$ cat src/include/sfp_pkg.sv
// constants for the sequencer result and command queue register ports
// Functional notes
// - source select picks ADC, DFT, sinc2, variance or mean result for the data queue.
// - ADC source queues the calibrated sinc3 output word.
// - DFT real and imaginary parts are 18 bits, two lowest bits fractional.
// - a 30-bit variance result fills two consecutive data queue entries.
// - sinc2 and mean results enter the queue as 16-bit values.
// - enable low holds the data queue empty, pointers reset, no transfers.
// - CRC-8 over every executed command, read-only, resets to one.
// - live 30-bit timeout count readable, upper two bits zero.
// - reading the data port while empty returns zero.
// - writing the command port while full is discarded, stored commands unchanged.
// - ordinary word: ecc 31:25, sequence tag 24:23, channel 22:16, data 15:0.
// - DFT word: same ecc and tag, channel 11111 in 22:18, data 17:0.
package sfp_pkg;
  // register byte offsets
  localparam logic [15:0] SFP_OFF_CFG = 16'h2008;
  localparam logic [15:0] SFP_OFF_CRC = 16'h2060;
  localparam logic [15:0] SFP_OFF_TMO = 16'h2068;
  localparam logic [15:0] SFP_OFF_DQRD = 16'h206c;
  localparam logic [15:0] SFP_OFF_CQWR = 16'h2070;
  localparam logic [15:0] SFP_OFF_IRQ_STS = 16'h2074;
  localparam logic [15:0] SFP_OFF_IRQ_MSK = 16'h2078;
  // config fields and reset values
  localparam logic [15:0] SFP_CFG_RST = 16'h1010;
  localparam int SFP_SRC_LSB = 13;
  localparam int SFP_EN_BIT = 11;
  localparam logic [7:0] SFP_CRC_RST = 8'h01;
  localparam logic [7:0] SFP_CRC_POLY = 8'h07;
  // data source codes
  localparam logic [2:0] SFP_SRC_DFT = 3'h2;
  localparam logic [2:0] SFP_SRC_SINC2 = 3'h3;
  localparam logic [2:0] SFP_SRC_VAR = 3'h4;
  localparam logic [2:0] SFP_SRC_MEAN = 3'h5;
  // word layout
  localparam logic [4:0] SFP_DFT_CH = 5'h1f;
  // interrupt status bits
  localparam int SFP_IRQ_W = 3;
  localparam int SFP_IRQ_DQ_OVF = 0;
  localparam int SFP_IRQ_CQ_OVF = 1;
  localparam int SFP_IRQ_DQ_UNF = 2;
endpackage

$ cat src/hdl/sfp_top.sv
// data queue and command queue register ports of the sequencer
//
// The APB interface to the registers was chosen for this implementation.
`timescale 1ns/1ns
`default_nettype none
module sfp_top #(
  parameter int DQ_DEPTH = 16,
  parameter int CQ_DEPTH = 16
) (
  // apb slave
  input wire logic pclk,
  input wire logic presetn,
  input wire logic psel,
  input wire logic penable,
  input wire logic pwrite,
  input wire logic [15:0] paddr,
  input wire logic [31:0] pwdata,
  output logic [31:0] prdata,
  output logic pready,
  output logic pslverr,
  // measurement results
  input wire logic [1:0] meas_sequence_tag,
  input wire logic [6:0] meas_channel_tag,
  input wire logic adc_valid,
  input wire logic [15:0] adc_result,
  input wire logic dft_valid,
  input wire logic [17:0] dft_real,
  input wire logic [17:0] dft_imag,
  input wire logic sinc2_valid,
  input wire logic [15:0] sinc2_result,
  input wire logic var_valid,
  input wire logic [29:0] var_result,
  input wire logic mean_valid,
  input wire logic [15:0] mean_result,
  // sequencer side
  input wire logic cmd_pop,
  output logic cmd_valid,
  output logic [31:0] cmd_word,
  input wire logic seq_exec_valid,
  input wire logic [31:0] seq_exec_word,
  input wire logic [29:0] seq_timeout_count,
  // interrupt
  output logic irq
);
  import sfp_pkg::*;
  localparam int DAW = $clog2(DQ_DEPTH);
  localparam int CAW = $clog2(CQ_DEPTH);
  // ecc bit i is parity of payload bits whose index mod 7 is i
  function automatic logic [6:0] ecc7(input logic [24:0] p);
    logic [6:0] e;
    e = 7'h00;
    for (int j = 0; j < 25; j++) begin
      e[j % 7] = e[j % 7] ^ p[j];
    end
    return e;
  endfunction
  function automatic logic [31:0] mkword(input logic [1:0] t, input logic [6:0] c,
                                         input logic [15:0] d);
    return {ecc7({t, c, d}), t, c, d};
  endfunction
  function automatic logic [31:0] mkdft(input logic [1:0] t, input logic [17:0] d);
    return {ecc7({t, SFP_DFT_CH, d}), t, SFP_DFT_CH, d};
  endfunction
  // msb first crc over one command word
  function automatic logic [7:0] crc8(input logic [7:0] c, input logic [31:0] w);
    logic [7:0] r;
    r = c;
    for (int j = 31; j >= 0; j--) begin
      r = (r[7] ^ w[j]) ? {r[6:0], 1'b0} ^ SFP_CRC_POLY : {r[6:0], 1'b0};
    end
    return r;
  endfunction
  // register state
  logic [15:0] cfg_q, cfg_d;
  logic [7:0] crc_q, crc_d;
  logic [SFP_IRQ_W-1:0] sts_q, sts_d, msk_q, msk_d;
  logic [31:0] prdata_q, prdata_d;
  logic pready_q, pready_d, pslverr_q, pslverr_d, irq_q, irq_d;
  // data queue state
  logic [31:0] dq_mem [DQ_DEPTH];
  logic [DAW-1:0] dq_wp_q, dq_wp_d, dq_rp_q, dq_rp_d;
  logic [DAW:0] dq_cnt_q, dq_cnt_d;
  logic pend_q, pend_d;
  logic [31:0] pend_w_q, pend_w_d;
  // command queue state
  logic [31:0] cq_mem [CQ_DEPTH];
  logic [CAW-1:0] cq_wp_q, cq_wp_d, cq_rp_q, cq_rp_d;
  logic [CAW:0] cq_cnt_q, cq_cnt_d;
  logic [31:0] cmd_word_q, cmd_word_d;
  logic cmd_valid_q, cmd_valid_d;
  // working signals
  logic [2:0] src;
  logic en, new_v, sec_v, push_v, lost, dq_full, dq_wr, dq_rd, cq_full, cq_wr, cq_rd;
  logic [31:0] new_w, sec_w, push_w;
  logic capture, done, hit_dq, hit_cq, mapped;

  // bus decode: capture one cycle into access, finish on the next
  always_comb begin
    capture = psel & penable & ~pready_q;
    done = psel & penable & pready_q;
    hit_dq = paddr == SFP_OFF_DQRD;
    hit_cq = paddr == SFP_OFF_CQWR;
    mapped = (paddr == SFP_OFF_CFG) | (paddr == SFP_OFF_CRC) | (paddr == SFP_OFF_TMO) |
             hit_dq | hit_cq | (paddr == SFP_OFF_IRQ_STS) | (paddr == SFP_OFF_IRQ_MSK);
  end

  // source routing and word building
  always_comb begin
    src = cfg_q[SFP_SRC_LSB +: 3];
    en = cfg_q[SFP_EN_BIT];
    sec_v = 1'b0;
    sec_w = 32'h0000_0000;
    case (src)
      SFP_SRC_DFT: begin
        new_v = dft_valid;
        new_w = mkdft(meas_sequence_tag, dft_real);
        sec_v = dft_valid;
        sec_w = mkdft(meas_sequence_tag, dft_imag);
      end
      SFP_SRC_SINC2: begin
        new_v = sinc2_valid;
        new_w = mkword(meas_sequence_tag, meas_channel_tag, sinc2_result);
      end
      SFP_SRC_VAR: begin // low half first, high half next
        new_v = var_valid;
        new_w = mkword(meas_sequence_tag, meas_channel_tag, var_result[15:0]);
        sec_v = var_valid;
        sec_w = mkword(meas_sequence_tag, meas_channel_tag, {2'b00, var_result[29:16]});
      end
      SFP_SRC_MEAN: begin
        new_v = mean_valid;
        new_w = mkword(meas_sequence_tag, meas_channel_tag, mean_result);
      end
      default: begin
        new_v = adc_valid;
        new_w = mkword(meas_sequence_tag, meas_channel_tag, adc_result);
      end
    endcase
  end

  // data queue next state; a second word blocks new samples for one cycle
  always_comb begin
    lost = pend_q & new_v;
    if (pend_q) begin
      push_v = 1'b1;
      push_w = pend_w_q;
      pend_d = 1'b0;
      pend_w_d = pend_w_q;
    end else begin
      push_v = new_v;
      push_w = new_w;
      pend_d = sec_v;
      pend_w_d = sec_w;
    end
    dq_full = dq_cnt_q == (DAW+1)'(DQ_DEPTH);
    dq_wr = en & push_v & ~dq_full;
    // pop at the capture edge, so the word shown is always the word removed
    dq_rd = en & capture & ~pwrite & hit_dq & (dq_cnt_q != '0);
    dq_wp_d = dq_wr ? dq_wp_q + 1'b1 : dq_wp_q;
    dq_rp_d = dq_rd ? dq_rp_q + 1'b1 : dq_rp_q;
    dq_cnt_d = dq_cnt_q + (DAW+1)'(dq_wr) - (DAW+1)'(dq_rd);
    if (!en) begin
      pend_d = 1'b0;
      dq_wp_d = '0;
      dq_rp_d = '0;
      dq_cnt_d = '0;
    end
  end
  // data queue pointers and pending second word
  always_ff @(posedge pclk or negedge presetn) begin
    if (!presetn) begin
      dq_wp_q <= '0;
      dq_rp_q <= '0;
      dq_cnt_q <= '0;
      pend_q <= 1'b0;
      pend_w_q <= 32'h0000_0000;
    end else begin
      dq_wp_q <= dq_wp_d;
      dq_rp_q <= dq_rp_d;
      dq_cnt_q <= dq_cnt_d;
      pend_q <= pend_d;
      pend_w_q <= pend_w_d;
    end
  end

  // storage array has no reset, only entries below the count are read
  always_ff @(posedge pclk) begin
    if (dq_wr) dq_mem[dq_wp_q] <= push_w;
    if (cq_wr) cq_mem[cq_wp_q] <= pwdata;
  end

  // command queue next state
  always_comb begin
    cq_full = cq_cnt_q == (CAW+1)'(CQ_DEPTH);
    cq_wr = done & pwrite & hit_cq & ~cq_full;
    cq_rd = cmd_pop & (cq_cnt_q != '0);
    cq_wp_d = cq_wr ? cq_wp_q + 1'b1 : cq_wp_q;
    cq_rp_d = cq_rd ? cq_rp_q + 1'b1 : cq_rp_q;
    cq_cnt_d = cq_cnt_q + (CAW+1)'(cq_wr) - (CAW+1)'(cq_rd);
    cmd_valid_d = cq_rd;
    cmd_word_d = cq_rd ? cq_mem[cq_rp_q] : cmd_word_q;
  end
  // command queue pointers and sequencer output
  always_ff @(posedge pclk or negedge presetn) begin
    if (!presetn) begin
      cq_wp_q <= '0;
      cq_rp_q <= '0;
      cq_cnt_q <= '0;
      cmd_valid_q <= 1'b0;
      cmd_word_q <= 32'h0000_0000;
    end else begin
      cq_wp_q <= cq_wp_d;
      cq_rp_q <= cq_rp_d;
      cq_cnt_q <= cq_cnt_d;
      cmd_valid_q <= cmd_valid_d;
      cmd_word_q <= cmd_word_d;
    end
  end

  // registers, read mux and interrupt; events win over a clear in the same cycle
  always_comb begin
    cfg_d = cfg_q;
    msk_d = msk_q;
    sts_d = sts_q;
    crc_d = seq_exec_valid ? crc8(crc_q, seq_exec_word) : crc_q;
    pready_d = capture;
    pslverr_d = capture & ~mapped;
    prdata_d = prdata_q;
    if (capture) begin
      case (paddr)
        SFP_OFF_CFG: prdata_d = {16'h0000, cfg_q};
        SFP_OFF_CRC: prdata_d = {24'h00_0000, crc_q};
        SFP_OFF_TMO: prdata_d = {2'b00, seq_timeout_count};
        SFP_OFF_DQRD: begin
          prdata_d = (en && dq_cnt_q != '0) ? dq_mem[dq_rp_q] : 32'h0000_0000;
        end
        SFP_OFF_IRQ_STS: prdata_d = {{(32-SFP_IRQ_W){1'b0}}, sts_q};
        SFP_OFF_IRQ_MSK: prdata_d = {{(32-SFP_IRQ_W){1'b0}}, msk_q};
        default: prdata_d = 32'h0000_0000;
      endcase
    end
    if (done && pwrite) begin
      case (paddr)
        SFP_OFF_CFG: cfg_d = pwdata[15:0];
        SFP_OFF_IRQ_MSK: msk_d = pwdata[SFP_IRQ_W-1:0];
        SFP_OFF_IRQ_STS: sts_d = sts_q & ~pwdata[SFP_IRQ_W-1:0];
        default: cfg_d = cfg_q;
      endcase
    end
    sts_d[SFP_IRQ_DQ_OVF] = sts_d[SFP_IRQ_DQ_OVF] | (en & push_v & dq_full) | (en & lost);
    sts_d[SFP_IRQ_CQ_OVF] = sts_d[SFP_IRQ_CQ_OVF] | (done & pwrite & hit_cq & cq_full);
    sts_d[SFP_IRQ_DQ_UNF] = sts_d[SFP_IRQ_DQ_UNF] | (capture & ~pwrite & hit_dq & ~dq_rd);
    irq_d = |(sts_d & msk_d);
  end
  // register file, bus response and interrupt flops
  always_ff @(posedge pclk or negedge presetn) begin
    if (!presetn) begin
      cfg_q <= SFP_CFG_RST;
      crc_q <= SFP_CRC_RST;
      msk_q <= '0;
      sts_q <= '0;
      prdata_q <= 32'h0000_0000;
      pready_q <= 1'b0;
      pslverr_q <= 1'b0;
      irq_q <= 1'b0;
    end else begin
      cfg_q <= cfg_d;
      crc_q <= crc_d;
      msk_q <= msk_d;
      sts_q <= sts_d;
      prdata_q <= prdata_d;
      pready_q <= pready_d;
      pslverr_q <= pslverr_d;
      irq_q <= irq_d;
    end
  end
  // every output straight from its flop
  assign prdata = prdata_q;
  assign pready = pready_q;
  assign pslverr = pslverr_q;
  assign cmd_valid = cmd_valid_q;
  assign cmd_word = cmd_word_q;
  assign irq = irq_q;
endmodule
`default_nettype wire

$ cat config.mk
export PLATFORM = sky130hd
export DESIGN_NAME = sfp_top
export DESIGN_NICKNAME = d
export VERILOG_FILES = /design/src/include/sfp_pkg.sv /design/src/hdl/sfp_top.sv
export SDC_FILE = /design/constraint.sdc
export NUM_CORES = 1
export LEC_CHECK = 0
export ABC_AREA = 1
export BUFFER_PORTS_ARGS = -buffer_cell sky130_fd_sc_hd__buf_2
export CAP_MARGIN = 20
export CORE_UTILIZATION = 50
export CTS_CLUSTER_DIAMETER = 100
export DETAILED_ROUTE_END_ITERATION = 16
export HOLD_SLACK_MARGIN = 0.05
export PLACE_DENSITY = 0.78
export SLEW_MARGIN = 20
export SYNTH_ARGS = -nofsm -noshare
export SYNTH_HDL_FRONTEND = slang
export SYNTH_SLANG_ARGS = --single-unit
$ cat constraint.sdc
create_clock -name pclk -period 3.4 [get_ports pclk]
set_clock_uncertainty 0.15 [all_clocks]
set_input_delay 0.34 -clock pclk [delete_from_list [all_inputs] [get_ports pclk]]
set_output_delay 0.34 -clock pclk [all_outputs]
set_load 0.05 [all_outputs]
Yosys cells after proc, flatten, opt, wreduce, memory -nomap -nowiden. Memories as Yosys holds them, arrays and structs flattened. A register that Yosys moved wholly into a read port is not among the register bits. Cells that the tools add are included. Widths: inputs -> output; s select.

$add $sub $neg: 8. Equal/unequal tests: 15. Multiplexer cells: 55. Bitwise logic cells: 228. Reduce and logical (&&, ||, !) cells: 7.

Operator list (number): $pmux 32 s6 (1); $xor 1x1->1 (146); $pmux 32 s4 (1); $eq 16x14->1 const B (7); $mux 3 (36); $not 3->3 (33); $mux 32 (2); $pmux 32 s2 (1); $and 1x1->1 (21); $add 4x1->4 const B (4); $mux 4 (4); $not 1->1 (16); $add 5x1->5 (2); $eq 5x5->1 const B (2); $or 1x1->1 (10); $reduce_bool 5->1 (2); $sub 5x1->5 (2); $mux 1 (7); $and 3x3->3 (2); $eq 3x2->1 const B (2); $eq 3x3->1 const B (2); $mux 5 (1); $ne 2x1->1 const B (2); $pmux 1 s4 (1); 5 further kinds (6).

Flip-flop bits (word level): 125. RAM bits: 1024. Bits of input ports: 245. Output and inout port bits: 68. Word-level logic and storage cells: 332. Memories: 2.

Memories: cq_mem (depth 16, width 32, rd ports 1, clocked after memory_dff 1, write ports 1, line sfp_top.sv:86) `logic [31:0] cq_mem [CQ_DEPTH];`; dq_mem (depth 16, width 32, rd ports 1, clocked after memory_dff 0, write ports 1, line sfp_top.sv:80) `logic [31:0] dq_mem [DQ_DEPTH];`.

Longest topological paths before layout.
Depth in word-level cells: 64. Mapped depth: 27. Gate-level depth less buffers: 27.

Worst setup path before layout. OpenSTA, ideal clock, no wires.

Path kind: reg2reg. From: reg cfg_q[15]. To: mem dq_mem[11][0], enable pin. Library setup time: 421 ps. Data arrival time: 3007 ps. Data required time: 2829 ps. Path slack: -178 ps. Stages on the path, launching flop included: 13. Buffers on the path: 0. Clock period less this slack: 3578 ps. Cells stage by stage: dfrtp_1 nor2_1 inv_1 nor2_2 a22o_1 a221oi_1 nand2_1 o21ai_1 nand2_1 nand2_1 nor2_2 nand2_1 nor2_1.

Word-level cells in the longest chain between the ends: 7. Elaborated cells between the ends (all ways): 10. Those cells by class: eq/ne (4); mux (4); bitwise (2).

Ends and longest elaborated chain: start, declared (line sfp_top.sv:74) `logic [15:0] cfg_q, cfg_d;`; start signal, assigned (line sfp_top.sv:267) `cfg_q <= cfg_d;`; $eq 3x3->1 or $eq 3x2->1 (tied branches) (line sfp_top.sv:113) `case (src)`; $pmux 1 s4 * (line sfp_top.sv:113); $mux 1 * (line sfp_top.sv:144) `if (pend_q) begin`; $and 1x1->1 * (2 in a row) (line sfp_top.sv:156) `dq_wr = en & push_v & ~dq_full;`; $mux 1 * (line sfp_top.sv:188) `if (dq_wr) dq_mem[dq_wp_q] <= push_w;`; $mux 1 (not written as such) * (line sfp_top.sv:188); end, declared (line sfp_top.sv:80).

Every way passes the cells marked *; elsewhere a longest branch is shown, timed or not.

Worst setup path in the final report.
From: reg cfg_q[15]. To: mem dq_mem[9][9], enable pin.

The elaborated chain is that of the path after synthesis.

==> impl_metrics.yaml <==
status:
  status: "finished, final reports clean"
synth:
  yosysWarnings: 0
  syn_nets: 4603
  yosysSeqAreaShare: 0.6918
  avgSynthCellArea_um2: 11.57
  ys_seq_elements: 1181
  synth_edf_count: 1024
  async_flop_share: 0.1329
  synth_top_area_frac: 0.6134
  syn_inst: 4334
  netlist_top_cells_area: "edfxtp_1, dfrtp_1, o21ai_0"
  synth_area_leader_cell: "edfxtp_1"
  synthFlopType: "edfxtp_1"
  synth_area_mm2: 0.05013
  yosysUniqueCellTypes: 52
die:
  die_w_um: 318.6
  io_pins: 313
  start_util: 0.5071
  die_area_mm2: 0.1015
  rows: 115
  core-area_mm2: 0.09885
  die_height_um: 318.6
sta:
  fmax_mhz: 302.4
  final_hold_viol_count: 0
  tns_ps: 0
  setup_viol: 0
  finalCritPeriodShare: 0.9726
  maxSlewViolCount: 0
  worstMarginPinSlew_ps: 1132
  grt_setup_unrepaired: "yes"
  max-slew-margin-rel: 0.2448
  fin_crit_ps: 3307
finish:
  final_cell_mix: "edfxtp_1, o21ai_0, nand2_1"
  fin_nets: 5076
  layout_commonest_cell: "edfxtp_1"
  syn2layout_area_growth_pct: 19.28
  drive_gt1_frac: 0.1689
  final_area_mm2: 0.05979
  fin_cells: 6203
  final_util: 0.6049
global_route:
  grt_max_degree: 204
  grtUsageTotal: 0.2913
  grt_overflow: 0
  antenna_found_initial: 17
  grt_pass1_vias: 36920
  grt_pass1_wl_mm: 223.9
clocking:
  cts_root_buffer: "clkbuf_16"
  cts_tree: "yes"
  cts.path.max_buffers: 3
  clkTransAtPathRegs_ps: 60
  clkLatencyLatePin_ps: 720
  ctsHtreeMaxLevel: 3
  cts.sinks: 1181
  numCtsBuffers: 114
job:
  maxCapViolCount: 0
routing:
  drc: 0
  drt_pass1_iterations: 6
  drt_iter0_markers: 5493
  wl_met3_mm: 17.94
  drt-total-wl_mm: 151.3
  avgRoutedWirePerCell_um: 24.39
  ant_nets: 0
  wl_met2_mm: 70.16
  highest_layer: "met5"
  vias: 38220
  routedLengthMet1_mm: 56.05
  via_per_inst: 6.162
setup_path:
  path_cells: "nor2_2, inv_1, nor2_2, a22o_1, a221oi_2, nand2_1, o21ai_2, nand2_2, nand2_2, nor2_2, buf_4, nand2_1, buf_4, nor2_2"
  slowest_delay_ps: 780
  path_delay_family: "simple AND/OR/NAND/NOR gates"
  critPathSlowestCell: "nor2_2"
  path_buf_inv: 3
  cp_max_fo: 11
  cp-start-kind: "flip-flop"
  arrival_ps: 3470
  path_common_cell: "nor2_2"
  crit_type: "reg2reg"
  end_kind: "flip-flop"
  crit_required_ps: 3570
power:
  p_per_area_mw_per_mm2: 674.0
  ir_drop_v: 0.0005399
  finalPower_mw: 40.30
  p_leak_nw: 21.75
placement:
  numPortBuffers: 312
  dp.cells: 5848
  gp_congestion: 0.9526
  hpwlAfterDp_mm: 94.38
  placement.cell_area_mm2: 0.05450
hold_path:
  hp-class: "in2reg"
==> what timing repair did <==
item,in CTS,in global routing
setup buffers,3,5
gates resized for setup,6,13
setup endpoints to repair,85,228
hold buffers,114,0
pin swaps,5,9
endpoints found under the hold margin,666,0
gates cloned,3,5
==> cells by family after synthesis <==
group | after synthesis | synth area share
flops | 1181 | 0.6918
fa+ha+maj | 24 | 0.006290
simple gates | 1469 | 0.1209
compound gates | 1118 | 0.1297
xor+xnor | 80 | 0.01465
mux | 13 | 0.002920
buf+inv | 449 | 0.03372
==> worst register-to-register path, stage by stage (launching register included) <==
cell and delay [ps]:
dfrtp_1 400, nor2_2 140, inv_1 80, nor2_2 100, a22o_1 170, a221oi_2 50, nand2_1 90, o21ai_2 80
nand2_2 100, nand2_2 50, nor2_2 110, buf_4 170, nand2_1 180, buf_4 260, nor2_2 780
==> power by group <==
group          internal (mW)  switching [mW]
Clock                   7.69            5.55
Sequential              16.2           0.282
Combinational           3.23            7.38
==> cells in the mapped netlist (22+ instances only) <==
library cell	instances
clkbuf_1	241
xnor2_1	29
inv_1	162
xor2_1	48
nand4_1	36
a22o_1	24
o221ai_1	101
a31oi_1	50
nand3_1	155
nand2_1	592
dfrtp_1	154
nor2_1	614
o22ai_1	192
a21oi_1	95
nand2_2	30
ha_1	22
edfxtp_1	1024
o21ai_0	612
==> final cells by class <==
cell class	instances	area, um^2
tap	1287	1610
sequential	1181	34700
clock inverter	60	769.5
multi-input combinational	2712	14100
fill	7250	39060
timing repair buffer	610	4682
antenna	7	17.52
inverter	188	715.7
clock buffer	158	3201
==> registers in the layout, indices dropped and copies added (netlist names), 5 cells and up <==
name	flops
cfg_q	16
cmd_word	32
cq_cnt_q	5
cq_mem	512
crc_q	8
dq_cnt_q	5
dq_mem	512
pend_w_q	32
prdata	32
==> per-stage QoR <==
stage	hold WS (ps)	worst slack (ps)
2_1_floorplan	-105.6	-177.7
3_3_place_gp	238.8	39.71
3_5_place_dp	239.0	-62.92
4_1_cts	53.85	-12.27
5_1_grt	97.45	-41.27
6_report	60.92	93.30
==> worst paths after layout <==
kind | startpoint | end | slack (ps) | depth (start not counted)
worst max-delay path | cfg_q[15] | dq_mem[9][9] | 90 | 14
worst min-delay path | seq_exec_word[1] | crc_q[1] | 60 | 7
worst max register to register | cfg_q[15] | dq_mem[9][9] | 90 | 14
worst min register to register | pend_w_q[1] | pend_w_q[1] | 320 | 2
max in group asynchronous | presetn | cmd_word[18] | 1490 | 4
min in group asynchronous | presetn | cmd_word[4] | 580 | 3
==> layer usage <==
| layer | vias to the layer above | track usage |
|---|---|---|
| met5 | - | 0 |
| met4 | 20 | 0.1330 |
| met3 | 403 | 0.05876 |
| met2 | 2705 | 0.4600 |
| met1 | 18420 | 0.3900 |
| li1 | 16680 | - |
No activity file was read; power rests on OpenSTA's default activity.
